$ cat src/design/rdo_params.svh
// timing and width constants for the decoder output sequencer
`ifndef RDO_PARAMS_SVH
`define RDO_PARAMS_SVH
// ---------------------------------------------------------------
// clock scaling
// ---------------------------------------------------------------
`define OSC_MHZ 1
`define CLK_MHZ 100
`define CYC_PER_OSC (`CLK_MHZ / `OSC_MHZ)
// ---------------------------------------------------------------
// widths
// ---------------------------------------------------------------
`define CNT_W 26
`define PER_W 19
`define GL_W 11
`define BTN_W 3
// ---------------------------------------------------------------
// times in microseconds of the nominal oscillator
// ---------------------------------------------------------------
`define PER_MIN_US 400
`define PER_MAX_US 3600
`define FAST_PER_US 1000
`define SLOW_PER_US 2000
`define TOS_MIN_US 122000
`define FN_US 530000
`define DLY_US 500000
`define REP1_US 500000
`define REP2_US 49000
`define GAP_FAST_US 160000
`define GAP_TYP_US 260000
`define GAP_SLOW_US 610000
`define LRN_RST_US 20000
`define LRN_REP_US 50000
`define REFRESH_US 50000
`define GLITCH_US 10
`define GLITCH_CYC (`GLITCH_US * `CYC_PER_OSC)
// ---------------------------------------------------------------
// rate classes and sync bit positions
// ---------------------------------------------------------------
`define RATE_TYP 2'h0
`define RATE_FAST 2'h1
`define RATE_SLOW 2'h2
`define SY_DATA 0
`define SY_RST 1
`define SY_LRN 2
`endif

$ cat src/design/rdo_pkg.sv
// types of the decoder output sequencer
`include "rdo_params.svh"
package rdo_pkg;
  typedef enum logic [1:0] {PH_IDLE, PH_WAIT} phase_e;
  typedef enum logic [1:0] {RP_IDLE, RP_ON, RP_GAP} rep_e;
  typedef struct packed {
    logic [2:0] s1;
    logic [2:0] s2;
    logic data_q;
    logic lrn_q;
    logic [`PER_W-1:0] per_cnt;
    logic per_err;
    logic [1:0] rate;
    phase_e phase;
    logic [`CNT_W-1:0] tos_cnt;
    logic [`BTN_W-1:0] btn;
    logic priv;
    logic [`CNT_W-1:0] fn_cnt;
    logic [`BTN_W-1:0] fn;
    logic prv;
    logic [`CNT_W-1:0] dly_cnt;
    logic dly;
    rep_e rep;
    logic [`CNT_W-1:0] rep_cnt;
    logic rep_pend;
    logic tog;
    logic [`CNT_W-1:0] ref_cnt;
    logic [`GL_W-1:0] gl_cnt;
    logic learn;
    logic [1:0] n_ok;
    logic [1:0] n_bad;
    logic armed;
    logic [`CNT_W-1:0] lrn_cnt;
    logic [`CNT_W-1:0] rh_cnt;
    logic o_tog;
    logic o_rep;
    logic o_dly;
  } core_s;
endpackage

$ cat src/design/remote_decoder_output_timing.sv
// output sequencing and learn-mode entry of the rolling-code decoder
//
// Overview of operation
// - all durations are cycle counts scaled from the nominal 1 MHz oscillator.
// - accept input bit periods between 0.4 ms and 3.6 ms.
// - outputs start 122 to 160 ms after a validated transmission.
// - valid-signal pulse lasts 500 ms first, 49 ms on repeats.
// - gap between valid-signal pulses 160, 260 or 610 ms by input rate.
// - latched toggle output inverts on each first pulsed output activation.
// - latched toggle output may dip low up to 10 us, every 50 ms.
// - valid and delayed outputs may blip high up to 10 us, every 50 ms.
// - reset and learn low, learn released 20 ms after reset enters learn.
// - learn held low while valid output high over 50 ms, with function, privileged and delayed outputs low, enters learn.
// - learn mode ends after two valid or two invalid transmissions.
// - continued valid reception gives about 50 ms valid-signal pulses.
// - privileged transmitter also raises the privileged flag output.
// - button code selects which function outputs fire.
`timescale 1ns/1ps
`include "rdo_params.svh"
module remote_decoder_output_timing #(
  parameter int unsigned PER_MIN_CYC = `PER_MIN_US * `CYC_PER_OSC,
  parameter int unsigned PER_MAX_CYC = `PER_MAX_US * `CYC_PER_OSC,
  parameter int unsigned FAST_PER_CYC = `FAST_PER_US * `CYC_PER_OSC,
  parameter int unsigned SLOW_PER_CYC = `SLOW_PER_US * `CYC_PER_OSC,
  parameter int unsigned TOS_CYC = `TOS_MIN_US * `CYC_PER_OSC,
  parameter int unsigned FN_CYC = `FN_US * `CYC_PER_OSC,
  parameter int unsigned DLY_CYC = `DLY_US * `CYC_PER_OSC,
  parameter int unsigned REP1_CYC = `REP1_US * `CYC_PER_OSC,
  parameter int unsigned REP2_CYC = `REP2_US * `CYC_PER_OSC,
  parameter int unsigned GAP_FAST_CYC = `GAP_FAST_US * `CYC_PER_OSC,
  parameter int unsigned GAP_TYP_CYC = `GAP_TYP_US * `CYC_PER_OSC,
  parameter int unsigned GAP_SLOW_CYC = `GAP_SLOW_US * `CYC_PER_OSC,
  parameter int unsigned LRN_RST_CYC = `LRN_RST_US * `CYC_PER_OSC,
  parameter int unsigned LRN_REP_CYC = `LRN_REP_US * `CYC_PER_OSC,
  parameter int unsigned REFRESH_CYC = `REFRESH_US * `CYC_PER_OSC
) (
  input wire logic core_clk_i,
  input wire logic rst_i,
  input wire logic data_in_i,
  input wire logic reset_pin_n_i,
  input wire logic learn_sel_n_i,
  input wire logic frame_done_i,
  input wire logic frame_ok_i,
  input wire logic [`BTN_W-1:0] button_i,
  input wire logic privileged_i,
  output logic first_pulsed_output_o,
  output logic second_pulsed_output_o,
  output logic third_pulsed_output_o,
  output logic latched_toggle_output_o,
  output logic valid_signal_o,
  output logic delayed_function_o,
  output logic privileged_flag_o,
  output logic learn_mode_o,
  output logic bit_period_err_o
);
  import rdo_pkg::*;

  core_s st;
  core_s next_st;
  logic rise;
  logic act;
  logic glitch;
  logic fn_busy;
  logic [`CNT_W-1:0] gap;

  // ---------------------------------------------------------------
  // next state
  // ---------------------------------------------------------------
  always_comb begin
    next_st = st;
    next_st.s1 = {learn_sel_n_i, reset_pin_n_i, data_in_i};
    next_st.s2 = st.s1;
    next_st.data_q = st.s2[`SY_DATA];
    next_st.lrn_q = st.s2[`SY_LRN];
    next_st.per_err = 1'b0;
    rise = st.s2[`SY_DATA] & ~st.data_q;
    act = (st.phase == PH_WAIT) && (st.tos_cnt == '0);
    glitch = st.gl_cnt != '0;
    fn_busy = (st.fn != '0) || st.prv;
    unique case (st.rate)
      `RATE_FAST: gap = `CNT_W'(GAP_FAST_CYC - 1);
      `RATE_SLOW: gap = `CNT_W'(GAP_SLOW_CYC - 1);
      default: gap = `CNT_W'(GAP_TYP_CYC - 1);
    endcase

    // bit period measured rising edge to rising edge
    if (rise) begin
      // the edge cycle itself counts, so a legal minimum period is not refused
      next_st.per_cnt = `PER_W'(1);
      if (st.per_cnt < `PER_W'(PER_MIN_CYC) || st.per_cnt > `PER_W'(PER_MAX_CYC)) begin
        next_st.per_err = 1'b1;
      end else if (st.per_cnt < `PER_W'(FAST_PER_CYC)) begin
        next_st.rate = `RATE_FAST;
      end else if (st.per_cnt > `PER_W'(SLOW_PER_CYC)) begin
        next_st.rate = `RATE_SLOW;
      end else begin
        next_st.rate = `RATE_TYP;
      end
    end else if (st.per_cnt != '1) begin
      next_st.per_cnt = st.per_cnt + `PER_W'(1);
    end

    // transmission results
    if (frame_done_i && st.learn) begin
      if (frame_ok_i) begin
        next_st.n_ok = st.n_ok + 2'h1;
        if (st.n_ok == 2'h1) begin
          next_st.learn = 1'b0;
        end
      end else begin
        next_st.n_bad = st.n_bad + 2'h1;
        if (st.n_bad == 2'h1) begin
          next_st.learn = 1'b0;
        end
      end
    end
    // an invalid frame must not stall the running delay
    if (frame_done_i && frame_ok_i && !st.learn) begin
      next_st.phase = PH_WAIT;
      next_st.tos_cnt = `CNT_W'(TOS_CYC - 1);
      next_st.btn = button_i;
      next_st.priv = privileged_i;
    end else if (st.phase == PH_WAIT) begin
      if (act) begin
        next_st.phase = PH_IDLE;
      end else begin
        next_st.tos_cnt = st.tos_cnt - `CNT_W'(1);
      end
    end

    // function and privileged outputs
    if (fn_busy) begin
      if (st.fn_cnt == '0) begin
        next_st.fn = '0;
        next_st.prv = 1'b0;
      end else begin
        next_st.fn_cnt = st.fn_cnt - `CNT_W'(1);
      end
    end
    if (st.dly) begin
      if (st.dly_cnt == '0) begin
        next_st.dly = 1'b0;
      end else begin
        next_st.dly_cnt = st.dly_cnt - `CNT_W'(1);
      end
    end

    // valid-signal pulse train
    unique case (st.rep)
      RP_ON: begin
        if (st.rep_cnt == '0) begin
          next_st.rep = RP_GAP;
          next_st.rep_cnt = gap;
        end else begin
          next_st.rep_cnt = st.rep_cnt - `CNT_W'(1);
        end
      end
      RP_GAP: begin
        if (st.rep_cnt != '0) begin
          next_st.rep_cnt = st.rep_cnt - `CNT_W'(1);
        end else if (st.rep_pend) begin
          next_st.rep = RP_ON;
          next_st.rep_cnt = `CNT_W'(REP2_CYC - 1);
          next_st.rep_pend = 1'b0;
        end else begin
          next_st.rep = RP_IDLE;
        end
      end
      default: ;
    endcase

    // activation once the output delay has run out
    if (act) begin
      next_st.fn = st.btn;
      next_st.prv = st.priv;
      next_st.fn_cnt = `CNT_W'(FN_CYC - 1);
      if (st.btn[0]) begin
        next_st.tog = ~st.tog;
      end
      if (st.rep == RP_IDLE) begin
        next_st.rep = RP_ON;
        next_st.rep_cnt = `CNT_W'(REP1_CYC - 1);
      end else begin
        // held button: repeat pulse later, delayed output now
        next_st.rep_pend = 1'b1;
        next_st.dly = 1'b1;
        next_st.dly_cnt = `CNT_W'(DLY_CYC - 1);
      end
    end

    // learn entry by reset and learn pins
    if (!st.s2[`SY_RST] && !st.s2[`SY_LRN]) begin
      next_st.armed = 1'b1;
      next_st.lrn_cnt = '0;
    end else if (st.armed) begin
      if (st.s2[`SY_LRN] && !st.lrn_q) begin
        next_st.armed = 1'b0;
        if (st.lrn_cnt >= `CNT_W'(LRN_RST_CYC)) begin
          next_st.learn = 1'b1;
          next_st.n_ok = 2'h0;
          next_st.n_bad = 2'h0;
        end
      end else if (st.lrn_cnt != '1) begin
        next_st.lrn_cnt = st.lrn_cnt + `CNT_W'(1);
      end
    end

    // learn entry by holding learn over a quiet valid pulse
    if (!st.s2[`SY_LRN] && st.rep == RP_ON && !fn_busy && !st.dly) begin
      if (st.rh_cnt == `CNT_W'(LRN_REP_CYC)) begin
        next_st.learn = 1'b1;
        next_st.n_ok = 2'h0;
        next_st.n_bad = 2'h0;
      end else begin
        next_st.rh_cnt = st.rh_cnt + `CNT_W'(1);
      end
    end else begin
      next_st.rh_cnt = '0;
    end

    // periodic output refresh: short blip, lasting the full 10 us limit
    if (st.ref_cnt == '0) begin
      next_st.ref_cnt = `CNT_W'(REFRESH_CYC - 1);
      next_st.gl_cnt = `GL_W'(`GLITCH_CYC);
    end else begin
      next_st.ref_cnt = st.ref_cnt - `CNT_W'(1);
      if (glitch) begin
        next_st.gl_cnt = st.gl_cnt - `GL_W'(1);
      end
    end
    next_st.o_tog = next_st.tog & ~(next_st.gl_cnt != '0);
    next_st.o_rep = (next_st.rep == RP_ON) | (next_st.gl_cnt != '0);
    next_st.o_dly = next_st.dly | (next_st.gl_cnt != '0);
  end

  // ---------------------------------------------------------------
  // state register
  // ---------------------------------------------------------------
  always_ff @(posedge core_clk_i or posedge rst_i) begin
    if (rst_i) begin
      st <= '0;
    end else begin
      st <= next_st;
    end
  end

  assign first_pulsed_output_o = st.fn[0];
  assign second_pulsed_output_o = st.fn[1];
  assign third_pulsed_output_o = st.fn[2];
  assign latched_toggle_output_o = st.o_tog;
  assign valid_signal_o = st.o_rep;
  assign delayed_function_o = st.o_dly;
  assign privileged_flag_o = st.prv;
  assign learn_mode_o = st.learn;
  assign bit_period_err_o = st.per_err;

  // cycles since the last accepted transmission
  logic [`CNT_W-1:0] hlp_wait;
  always_ff @(posedge core_clk_i or posedge rst_i) begin
    if (rst_i) begin
      hlp_wait <= '0;
    end else if (frame_done_i && frame_ok_i && !st.learn) begin
      hlp_wait <= `CNT_W'(1);
    end else if (hlp_wait != '1) begin
      hlp_wait <= hlp_wait + `CNT_W'(1);
    end
  end
endmodule

$ cat config.mk
export PLATFORM = sky130hd
export DESIGN_NAME = remote_decoder_output_timing
export DESIGN_NICKNAME = d
export VERILOG_FILES = /design/src/design/rdo_pkg.sv /design/src/design/remote_decoder_output_timing.sv
export VERILOG_INCLUDE_DIRS = /design/src /design/src/design
export SDC_FILE = /design/constraint.sdc
export NUM_CORES = 1
export LEC_CHECK = 0
export BUFFER_PORTS_ARGS = -buffer_cell sky130_fd_sc_hd__buf_2
export CAP_MARGIN = 40
export CORE_AREA = 8 8 180 182
export CTS_BUF_LIST = sky130_fd_sc_hd__clkbuf_16
export DETAILED_ROUTE_END_ITERATION = 10
export DIE_AREA = 0 0 188 190
export MAX_ROUTING_LAYER = met4
export PLACE_DENSITY = 0.74
export RECOVER_POWER = 50
export SLEW_MARGIN = 20
export SYNTH_ARGS = -nofsm -noshare
export SYNTH_HDL_FRONTEND = slang
export SYNTH_SLANG_ARGS = --single-unit
$ cat constraint.sdc
create_clock -name core_clk_i -period 7.1 [get_ports core_clk_i]
set_clock_uncertainty 0.15 [all_clocks]
set_input_delay 0.355 -clock core_clk_i [delete_from_list [all_inputs] [get_ports core_clk_i]]
set_output_delay 0.355 -clock core_clk_i [all_outputs]
set_load 0.02 [all_outputs]
# Word-level counts from Yosys, hierarchy flattened
# Index checks and enable logic that the tools add are counted.
[classes] n_addsub=11 mul=0 div=0 n_lt_le_gt_ge=5 n_eq_ne=15 shifts=0 muxes=51 n_bitwise=8 reduce_logical=40
[op_table] operator="26-bit 2-to-1 mux" n=9
[op_table] operator="26-bit zero test" n=5
[op_table] operator="26-bit by 1-bit subtractor with 26-bit output, second input constant" n=5
[op_table] operator="27-bit 2-to-1 mux" n=4
[op_table] operator="87-bit 2-to-1 mux" n=1
[op_table] operator="28-bit 2-to-1 mux" n=3
[op_table] operator="28-bit case mux with 2 select lines" n=1
[op_table] operator="26-bit by 1-bit adder with 26-bit output, second input constant" n=2
[op_table] operator="26-bit case mux with 2 select lines" n=1
[op_table] operator="19-bit 2-to-1 mux" n=2
[op_table] operator="37-bit 2-to-1 mux" n=1
[op_table] operator="32-bit 2-to-1 mux" n=1
[op_table] operator="30-bit 2-to-1 mux" n=1
[op_table] operator="26-bit by 23-bit equality test with 1-bit output, second input constant" n=1
[op_table] operator="26-bit by 21-bit greater-or-equal comparator with 1-bit output, second input constant" n=1
[op_table] operator="26-bit inequality test, second input constant" n=1
[op_table] operator="26-bit nonzero test" n=1
[op_table] operator="5-bit 2-to-1 mux" n=5
[op_table] operator="11-bit nonzero test" n=2
[op_table] operator="19-bit by 1-bit adder with 19-bit output, second input constant" n=1
[op_table] operator="19-bit by 18-bit > comparator with 1-bit output, second input constant" n=1
[op_table] operator="19-bit > comparator, second input constant" n=1
[op_table] operator="19-bit by 16-bit less-than comparator with 1-bit output, second input constant" n=1
[op_table] operator="19-bit by 17-bit less-than comparator with 1-bit output, second input constant" n=1
[op_table] operator="other kinds (24)" n=78
[word_totals] reg_bits=247 latch_bits=0 ramBits=0 rom_bits=0 wordCells=161 memories=0

# Logic depth before layout (Yosys ltp)
# Gate-level depths: netlist (run 1).
[logic_depth] depth_word=10 ltp_mapped=10 depth_no_buf=8

# Least setup slack after synthesis (run 1)
# No wires, ideal clock.
[synth_timing] kind="flip-flop to flip-flop" from="register st[207] (netlist name)" to="register st[204] (netlist name)" setup_ns=0.132 arrival_ns=2.293 slack_ns=4.525 path_stages_with_launch=9 path_buffers=2 period_less_slack_ns=2.575 path_cell_list="dfrtp_1 > or4_4 > or4b_1 > buf_6 > or2_1 > buf_6 > nand4_1 > xor2_1 > nor2_1"
[synth_via] elab_chain_cells=4
[synth_rtl] item="start, declared" line_no="remote_decoder_output_timing.sv:58" text="core_s st;"
[synth_rtl] item="start signal, assigned" line_no="remote_decoder_output_timing.sv:243" text="st <= next_st;"
[synth_rtl] item="26-bit zero test" line_no="remote_decoder_output_timing.sv:77" text="act = (st.phase == PH_WAIT) && (st.tos_cnt == '0);"
[synth_rtl] item="1-bit logical AND" line_no="remote_decoder_output_timing.sv:77"
[synth_rtl] item="2-bit by 1-bit inequality test with 1-bit output (no source line)"
[synth_rtl] item="2-bit AND reduction (no source line)"
# Every way passes these cells.
# A chain may end at the register's enable or synchronous reset.

==> metrics.csv, run 1 <==
metric,value,unit
status,finished with violations,
violated checks,"max-capacitance violations, max-slew violations",
most frequent cell after synthesis,dfrtp_1,
Critical Path Sink Type,asynchronous set/reset pin,
period utilization,0.572,
Max IR drop VDD,0.000169,V
FF-to-FF setup slack,3.76,ns
Syn. warnings,0,
Area growth syn-to-layout,11.2,%
top cell type's share of synthesized area,0.469,
Die Ht,190,um
count of cell types in the netlist,81,
WP data required,6.98,ns
initial DRC count,921,
ANT cells,0,
I/O pins,20,
Power Density,212,nW/um^2
layout cell share with drive strength beyond 1,0.0618,
syn nets,1453,
Yosys top cell by area,dfrtp_1,
post-route insts no fill,1847,
worst path arrival time,3.94,ns
Longest Clk Path Bufs,3,
synth top area cells,"dfrtp_1 (47%), nor2_1 (5.3%), xor2_1 (5.0%)",
CTS tree,yes,
Routed WL per cell,14.7,um
total gr overflow,0,
Period minus WS final,4.06,ns
vias per inst,5.55,
cell area after synthesis,13100,um^2
worst-path fanout max,53,
CORE AREA,29400,um^2
die width,188,um
DR DRC count,0,
leakage power figure,0.00640,uW
"Reg clk slew, reported paths",0.06,ns
final hold vios,0,
post-CTS sizing,0,
final worst slack,3.04,ns
Final Total Pwr,3090,uW
Initial Util,0.446,
RSZ-0062 raised after global routing,no,
largest net degree at the start of global routing,176,
DRT Wirelength,27.2,mm
Setup TNS,0,ns
first-pass GRT wire length,48.5,mm
Max-Cap Viols,1,
CP Class,in -> async,
Layout Nets,1470,
Post-synth top flop,dfrtp_1,
final setup vio count,0,
buffers added on ports,19,
antenna violations before repair,0,
ys async rst share,1.00,
type of origin of the critical path,input pin,
post-route antenna net violation count,0,
Cells after Synth,1419,
full die area,35700,um^2
Inserted Clock Buffers,28,
Final Wtd Congestion,0.890,
Setup Buffers After CTS,0,
Placed Cells,1785,
DP HPWL,17.8,mm
synth cell count leaders,"dfrtp_1 (246), nor2_1 (184), nand2_1 (157)",
Syn Area/Cell,9.24,um^2
vias in the first global route,10400,
Final Slew Violations,54,
drt first pass iters,5,
hold crit path type,in -> reg,
std cell rows,63,
Yosys reg bits,246,
# hold bufs at CTS,9,
clock tree sinks,246,
All-Layer GR Usage,0.159,
vias,10300,
dpl ws,3.83,ns
"Clk Latency, worst-skew pair",0.54,ns
Filler cells,2656,
Root Buffer,clkbuf_16,
normalized max-slew margin,-0.855,
depth of the CTS H-tree,1,
Post-synth EDFFs,0,
Slew @ Worst Pin,2.78,ns
register area share after synthesis,0.469,
fmax,0.246,GHz
[final timing paths]
kind | startpoint | endpoint | depth (start not counted)
min reg2reg | next_st[242] | st[242] | 0
min in group asynchronous | rst_i | bit_period_err_o | 4
max reg2reg | st[177] | st[163] | 6
min | frame_ok_i | learn_mode_o | 4
max | rst_i | st[67] | 5
max in group core_clk_i | st[177] | st[163] | 6
[area by class of cell]
class                   count  area, um^2  share of cell area
clock buffers              29         726              0.0498
clock inverters            22         224              0.0154
inverters                  48         184              0.0126
multi-input cells        1071        6510               0.447
flip-flops and latches    246        6160               0.422
well taps                 390         488              0.0335
repair buffers             41         290              0.0199
[stage by stage]
stage	util	area [um^2]	hold slack (ns)
2_1_floorplan	-	13100	0.181
3_5_place_dp	0.461	13600	0.185
6_report	0.496	14600	0.0956
4_1_cts	0.497	14600	0.0664
5_1_grt	0.496	14600	0.0951
3_3_place_gp	0.459	13500	0.187
[kinds of logic (layout without fill, tap and decap cells)]
| family | count (synthesis) | after routing | share of synthesized area |
|---|---|---|---|
| and+or+nand+nor | 690 | 690 | 0.271 |
| DFF | 246 | 246 | 0.469 |
| AOI/OAI and AO/OA | 211 | 211 | 0.104 |
| xor gates and xnor gates | 140 | 140 | 0.0935 |
| buffers and inverters | 102 | 140 | 0.0343 |
| adders and majority gates | 23 | 23 | 0.0219 |
| muxes | 7 | 7 | 0.00544 |
[where the power goes]
group | internal, uW | switching, uW | leakage, uW
Clock | 913 | 558 | 0.000493
Sequential | 1440 | 36.1 | 0.00323
Combinational | 55.2 | 86.6 | 0.00267
[metal layers]
layer	up-vias	track usage	share of wire
met5	-	-	0
met4	0	0.0482	0.017
met3	48	0.0260	0.047
met2	197	0.254	0.47
met1	4954	0.205	0.47
li1	5056	-	-
[layout by cell type, fill, tap and decap left out, types with 25 or more instances in the layout]
cell	n
dfrtp_1	246
nor2_1	184
nand2_1	157
xor2_1	75
xnor2_1	65
nand3_1	60
o21ai_0	57
inv_1	54
nor3_1	53
a21oi_1	49
nor4_1	44
nand4_1	32
clkbuf_16	29
or3_1	28
or4_1	25
[worst max-delay path: stages]
cell and delay (ns):
dlygate4sd3_1 0.53, clkbuf_1 0.12, clkinvlp_4 0.06, clkbuf_1 0.80, clkbuf_1 2.03
[state kept, by name (all words and copies together) (netlist names)]
register,count
valid_signal_o,1
st,232
privileged_flag_o,1
third_pulsed_output_o,1
next_st,5
delayed_function_o,1
bit_period_err_o,1
learn_mode_o,1
latched_toggle_output_o,1
first_pulsed_output_o,1
second_pulsed_output_o,1
No activity file was read; power rests on OpenSTA's default activity.
==> inputs of run 2 (changes only) <==
==> constraint.sdc (replaced) <==
create_clock -name core_clk_i -period 3.3 [get_ports core_clk_i]
set_clock_uncertainty 0.15 [all_clocks]
set_input_delay 0.165 -clock core_clk_i [delete_from_list [all_inputs] [get_ports core_clk_i]]
set_output_delay 0.165 -clock core_clk_i [all_outputs]
set_load 0.02 [all_outputs]
==> run 2 against run 1 <==
Net effect: the flow now finishes without violations; setup slack got worse by 2.7 ns; combinational power rose by 110%; non-clock buffer count increased by 19; die area is the same; core utilization is 0.064 points lower; clock-buffer cell count unchanged; largest cell class unchanged.
==> metrics.csv, run 2 (synthesis results as in run 1) <==
metric,value,unit
"delay-heaviest family, CP",simple AND/OR/NAND/NOR gates,
Hold Startpoint,frame_ok_i,
vias in the first global route,10400,
vias,10400,
R2R Path End,st[113],
die width,188,um
Finished Core Util,0.495,
antenna violations before repair,0,
Final Wtd Congestion,0.924,
FF-to-FF setup slack,0.34,ns
Final Total Pwr,6210,uW
Slew @ Worst Pin,1.29,ns
CP Class,reg -> reg,
final hold vios,0,
Max IR drop VDD,0.000319,V
total gr overflow,0,
Period minus WS final,2.96,ns
worst path arrival time,3.23,ns
"most used cell, CP",o21ai_1,
Power Density,426,nW/um^2
final setup vio count,0,
Longest Clk Path Bufs,3,
Max-Cap Viols,0,
Reg-to-Reg Start,st[112],
ANT cells,0,
Filler cells,2639,
Area growth syn-to-layout,11.0,%
post-route antenna net violation count,0,
first-pass GRT wire length,48.6,mm
Inserted Clock Buffers,28,
Initial Util,0.446,
hold crit path type,in -> reg,
DRT Wirelength,27.5,mm
buffers added on ports,19,
Placed Cells,1804,
normalized max-slew margin,0.140,
DR DRC count,0,
Die Ht,190,um
WP data required,3.56,ns
All-Layer GR Usage,0.159,
period utilization,0.898,
Root Buffer,clkbuf_16,
Hold EP,st[56],
CTS tree,yes,
Final Slew Violations,0,
"Reg clk slew, reported paths",0.06,ns
depth of the CTS H-tree,1,
vias per inst,5.60,
"Clk Latency, worst-skew pair",0.53,ns
std cell rows,63,
Top reg by flops,st,
worst-path fanout max,21,
RSZ-0062 raised after global routing,no,
Worst path depth,6,
clock tree sinks,246,
"commonest non-fill, non-tap cell in the layout",dfrtp_1,
leakage power figure,0.00645,uW
Critical Path Sink Type,flop,
fmax,0.338,GHz
full die area,35700,um^2
most frequent cells in the layout,"dfrtp_1 (246), nor2_1 (184), nand2_1 (157)",
WHS Path Cells,4,
number of flip-flops under the largest register name,232,
I/O pins,20,
initial DRC count,711,
Setup Buffers After CTS,0,
FF-to-FF path depth,6,
layout cell share with drive strength beyond 1,0.0795,
largest net degree at the start of global routing,99,
"Buf+Inv Stages, Crit Path",0,
Worst path slowest cell,or3_4,
Setup TNS,0,ns
DP HPWL,18.5,mm
max incr delay on CP,0.60,ns
Layout Nets,1489,
Routed WL per cell,14.8,um
drt first pass iters,5,
CORE AREA,29400,um^2
status,finished clean,
CP Cell Sequence,or4_4 -> nand4bb_4 -> or3_4 -> o21ai_1 -> o21ai_1 -> a211o_1,
post-route insts no fill,1862,
type of origin of the critical path,flop,
## run 2: cell types whose count changed in the layout (fill, tap and decap cells not counted), sizes merged
cell and change:
bufinv -5, clkdlybuf4s15 -1, clkbuf -10, dlygate4sd3 +1
inv -2, clkinv +3, buf +29
## run 2: cell type report
class | instances | area (um^2) | area share
clock inverters | 18 | 80.1 | 0.00550
multi-input cells | 1071 | 6510 | 0.447
repair buffers | 60 | 420 | 0.0289
inverters | 48 | 181 | 0.0125
well taps | 390 | 488 | 0.0335
flip-flops and latches | 246 | 6160 | 0.423
clock buffers | 29 | 726 | 0.0498
## run 2: through the flow
step | hold slack [ns] | worst slack, ns | area (um^2)
CTS | 0.0327 | 0.373 | 14600
floorplan | 0.0464 | -0.247 | 13100
detailed placement | 0.0797 | 0.382 | 13700
finish | 0.0558 | 0.337 | 14600
global route | 0.0800 | 0.225 | 14600
global placement | 0.0757 | 0.430 | 13700
## run 2: timing repair
item | CTS | global route
hold buffers | 10 | 0
hold endpoints to repair | 75 | 0
resized for setup | 0 | 0
## run 2: worst max path at each step
stage                       start          endpoint  slack (ns)
final                     st[112]           st[113]        0.34
after detailed placement  st[112]           st[113]        0.38
after floorplan             rst_i  bit_period_err_o       -0.25
after global routing      st[207]           st[107]        0.23
after global placement    st[207]           st[107]        0.43
after CTS                 st[112]           st[113]        0.37
## run 2: layer usage
layer  routed length [um]  vias up  global-route usage
li1                     -     5075                   -
met1                12400     5056               0.205
met2                13100      243               0.258
met3                 1430       54              0.0225
met4                  571        0              0.0485
met5                    0        -                   -
## run 2: tightest hold or removal path, stage by stage
cell      delay, ns
buf_2          0.13
nand3b_1       0.17
xnor2_1        0.08
and2_1         0.15
## run 2: where the power goes
part / leakage, uW / switching, uW / internal, uW
logic: 0.00279 / 183 / 118
registers: 0.00323 / 73.9 / 3100
clock network: 0.000421 / 1160 / 1570
total: 0.00645 / 1420 / 4790
==> inputs of run 3 (changes only) <==
--- a/config.mk
+++ b/config.mk
@@ -14,7 +14,7 @@
 export DIE_AREA = 0 0 188 190
 export MAX_ROUTING_LAYER = met4
 export PLACE_DENSITY = 0.74
-export RECOVER_POWER = 50
+export RECOVER_POWER = 100
 export SLEW_MARGIN = 20
 export SYNTH_ARGS = -nofsm -noshare
 export SYNTH_HDL_FRONTEND = slang
==> run 3 against run 2 <==
Net effect: routed wire length about the same; first-iteration DRC count down 2.8%; setup slack worse by 0.098 ns; sequential share of layout area up 0.20 points; worst hold slack about the same; clock power about the same; register-to-register slack worse by 0.098 ns; sequential power about the same; die area unchanged; critical path depth down 1; core utilization down 0.23 points; critical path type unchanged.
==> metrics.csv, run 3 (synthesis results as in run 1) <==
metric,value,unit
status,finished clean,
worst-path fanout max,15,
std cell rows,63,
"Reg clk slew, reported paths",0.06,ns
max incr delay on CP,0.73,ns
Setup TNS,0,ns
total gr overflow,0,
first-pass GRT wire length,48.6,mm
Root Buffer,clkbuf_16,
I/O pins,20,
hold crit path type,in -> reg,
vias,10400,
hold_ws,0.0563,ns
post-route antenna net violation count,0,
WP data required,3.58,ns
drt first pass iters,5,
final hold vios,0,
dpl ws,0.382,ns
Inserted Clock Buffers,28,
CORE AREA,29400,um^2
clock tree sinks,246,
initial DRC count,691,
vias per inst,5.59,
depth of the CTS H-tree,1,
vias in the first global route,10400,
FF-to-FF path depth,5,
DR DRC count,0,
Area growth syn-to-layout,10.5,%
final instance area,14500,um^2
WHS Path Cells,4,
type of origin of the critical path,flop,
post-CTS sizing,0,
layout cell share with drive strength beyond 1,0.0666,
normalized max-slew margin,0.0799,
ANT cells,0,
Final Wtd Congestion,0.924,
Final Slew Violations,0,
worst path arrival time,3.34,ns
Routed WL per cell,14.8,um
Top reg by flops,st,
leakage power figure,0.00640,uW
Critical Path Sink Type,flop,
CP Cell Sequence,or4_1 -> or4b_1 -> or2_0 -> clkbuf_2 -> o211ai_1,
number of flip-flops under the largest register name,232,
Layout Nets,1489,
full die area,35700,um^2
Initial Util,0.446,
DRT Wirelength,27.5,mm
"commonest non-fill, non-tap cell in the layout",dfrtp_1,
Period minus WS final,3.06,ns
Max IR drop VDD,0.000319,V
final worst slack,0.239,ns
fmax,0.327,GHz
"Clk Latency, worst-skew pair",0.53,ns
antenna violations before repair,0,
All-Layer GR Usage,0.159,
Worst path slowest cell,or4b_1,
DP HPWL,18.5,mm
Die Ht,190,um
period utilization,0.928,
most frequent cells in the layout,"dfrtp_1 (246), nor2_1 (186), nand2_1 (157)",
final setup vio count,0,
die width,188,um
CTS tree,yes,
Longest Clk Path Bufs,3,
RSZ-0062 raised after global routing,no,
CP Class,reg -> reg,
Area after DPL,13700,um^2
Slew @ Worst Pin,1.38,ns
Power Density,428,nW/um^2
Max-Cap Viols,0,
buffers added on ports,19,
largest net degree at the start of global routing,99,
## run 3: changes by cell type in the layout (fill, tap and decap cells not counted), moves of 3 or more
cell,delta
and2_0,+5
and2_1,-5
buf_2,-7
buf_4,-7
clkbuf_1,+11
clkbuf_2,+3
or4_1,+3
or4_4,-3
## run 3: path summary, 6_finish.rpt
path	start	slack, ns	endpoint
worst max-delay path	st[207]	0.24	st[160]
worst min-delay path	frame_ok_i	0.06	st[56]
worst max register to register	st[207]	0.24	st[160]
worst min register to register	next_st[242]	0.20	st[242]
max in group asynchronous	rst_i	1.10	st[109]
min in group asynchronous	rst_i	0.14	st[236]
## run 3: final cells by class
class / count / area, um^2
fillers: 2655 / 14900
multi-input cells: 1071 / 6470
flip-flops and latches: 246 / 6160
clock buffers: 29 / 726
well taps: 390 / 488
repair buffers: 60 / 389
inverters: 48 / 181
clock inverters: 18 / 80.1
## run 3: through the flow
step	utilization	cells	power [uW]
global placement	0.466	1804	3520
floorplan	-	1419	3440
detailed placement	0.466	1804	3540
global route	0.493	1862	6480
CTS	0.497	1861	6310
finish	0.493	1862	6200
## run 3: timing repair
item / 4_1_cts / 5_1_grt
setup buffers: 0 / 0
endpoints found under the setup margin: 0 / 0
hold endpoints to repair: 75 / 0
hold buffers: 10 / 0
## run 3: where the power goes
part / switching [uW] / internal (uW)
clock network: 1160 / 1570
logic: 182 / 117
registers: 73.8 / 3100
total: 1420 / 4790
## run 3: routing by layer
metal,up-vias,part of all wire,global-route usage
met5,-,0,-
met4,0,0.021,0.0485
met3,52,0.047,0.0225
met2,225,0.48,0.258
met1,5049,0.45,0.205
li1,5076,-,-
## run 3: critical path, delay by kind of cell (launching register included)
family          cells  cell delay [ns]
flops               1             0.42
buf+inv             1             0.34
simple gates        3             1.86
compound gates      1             0.18
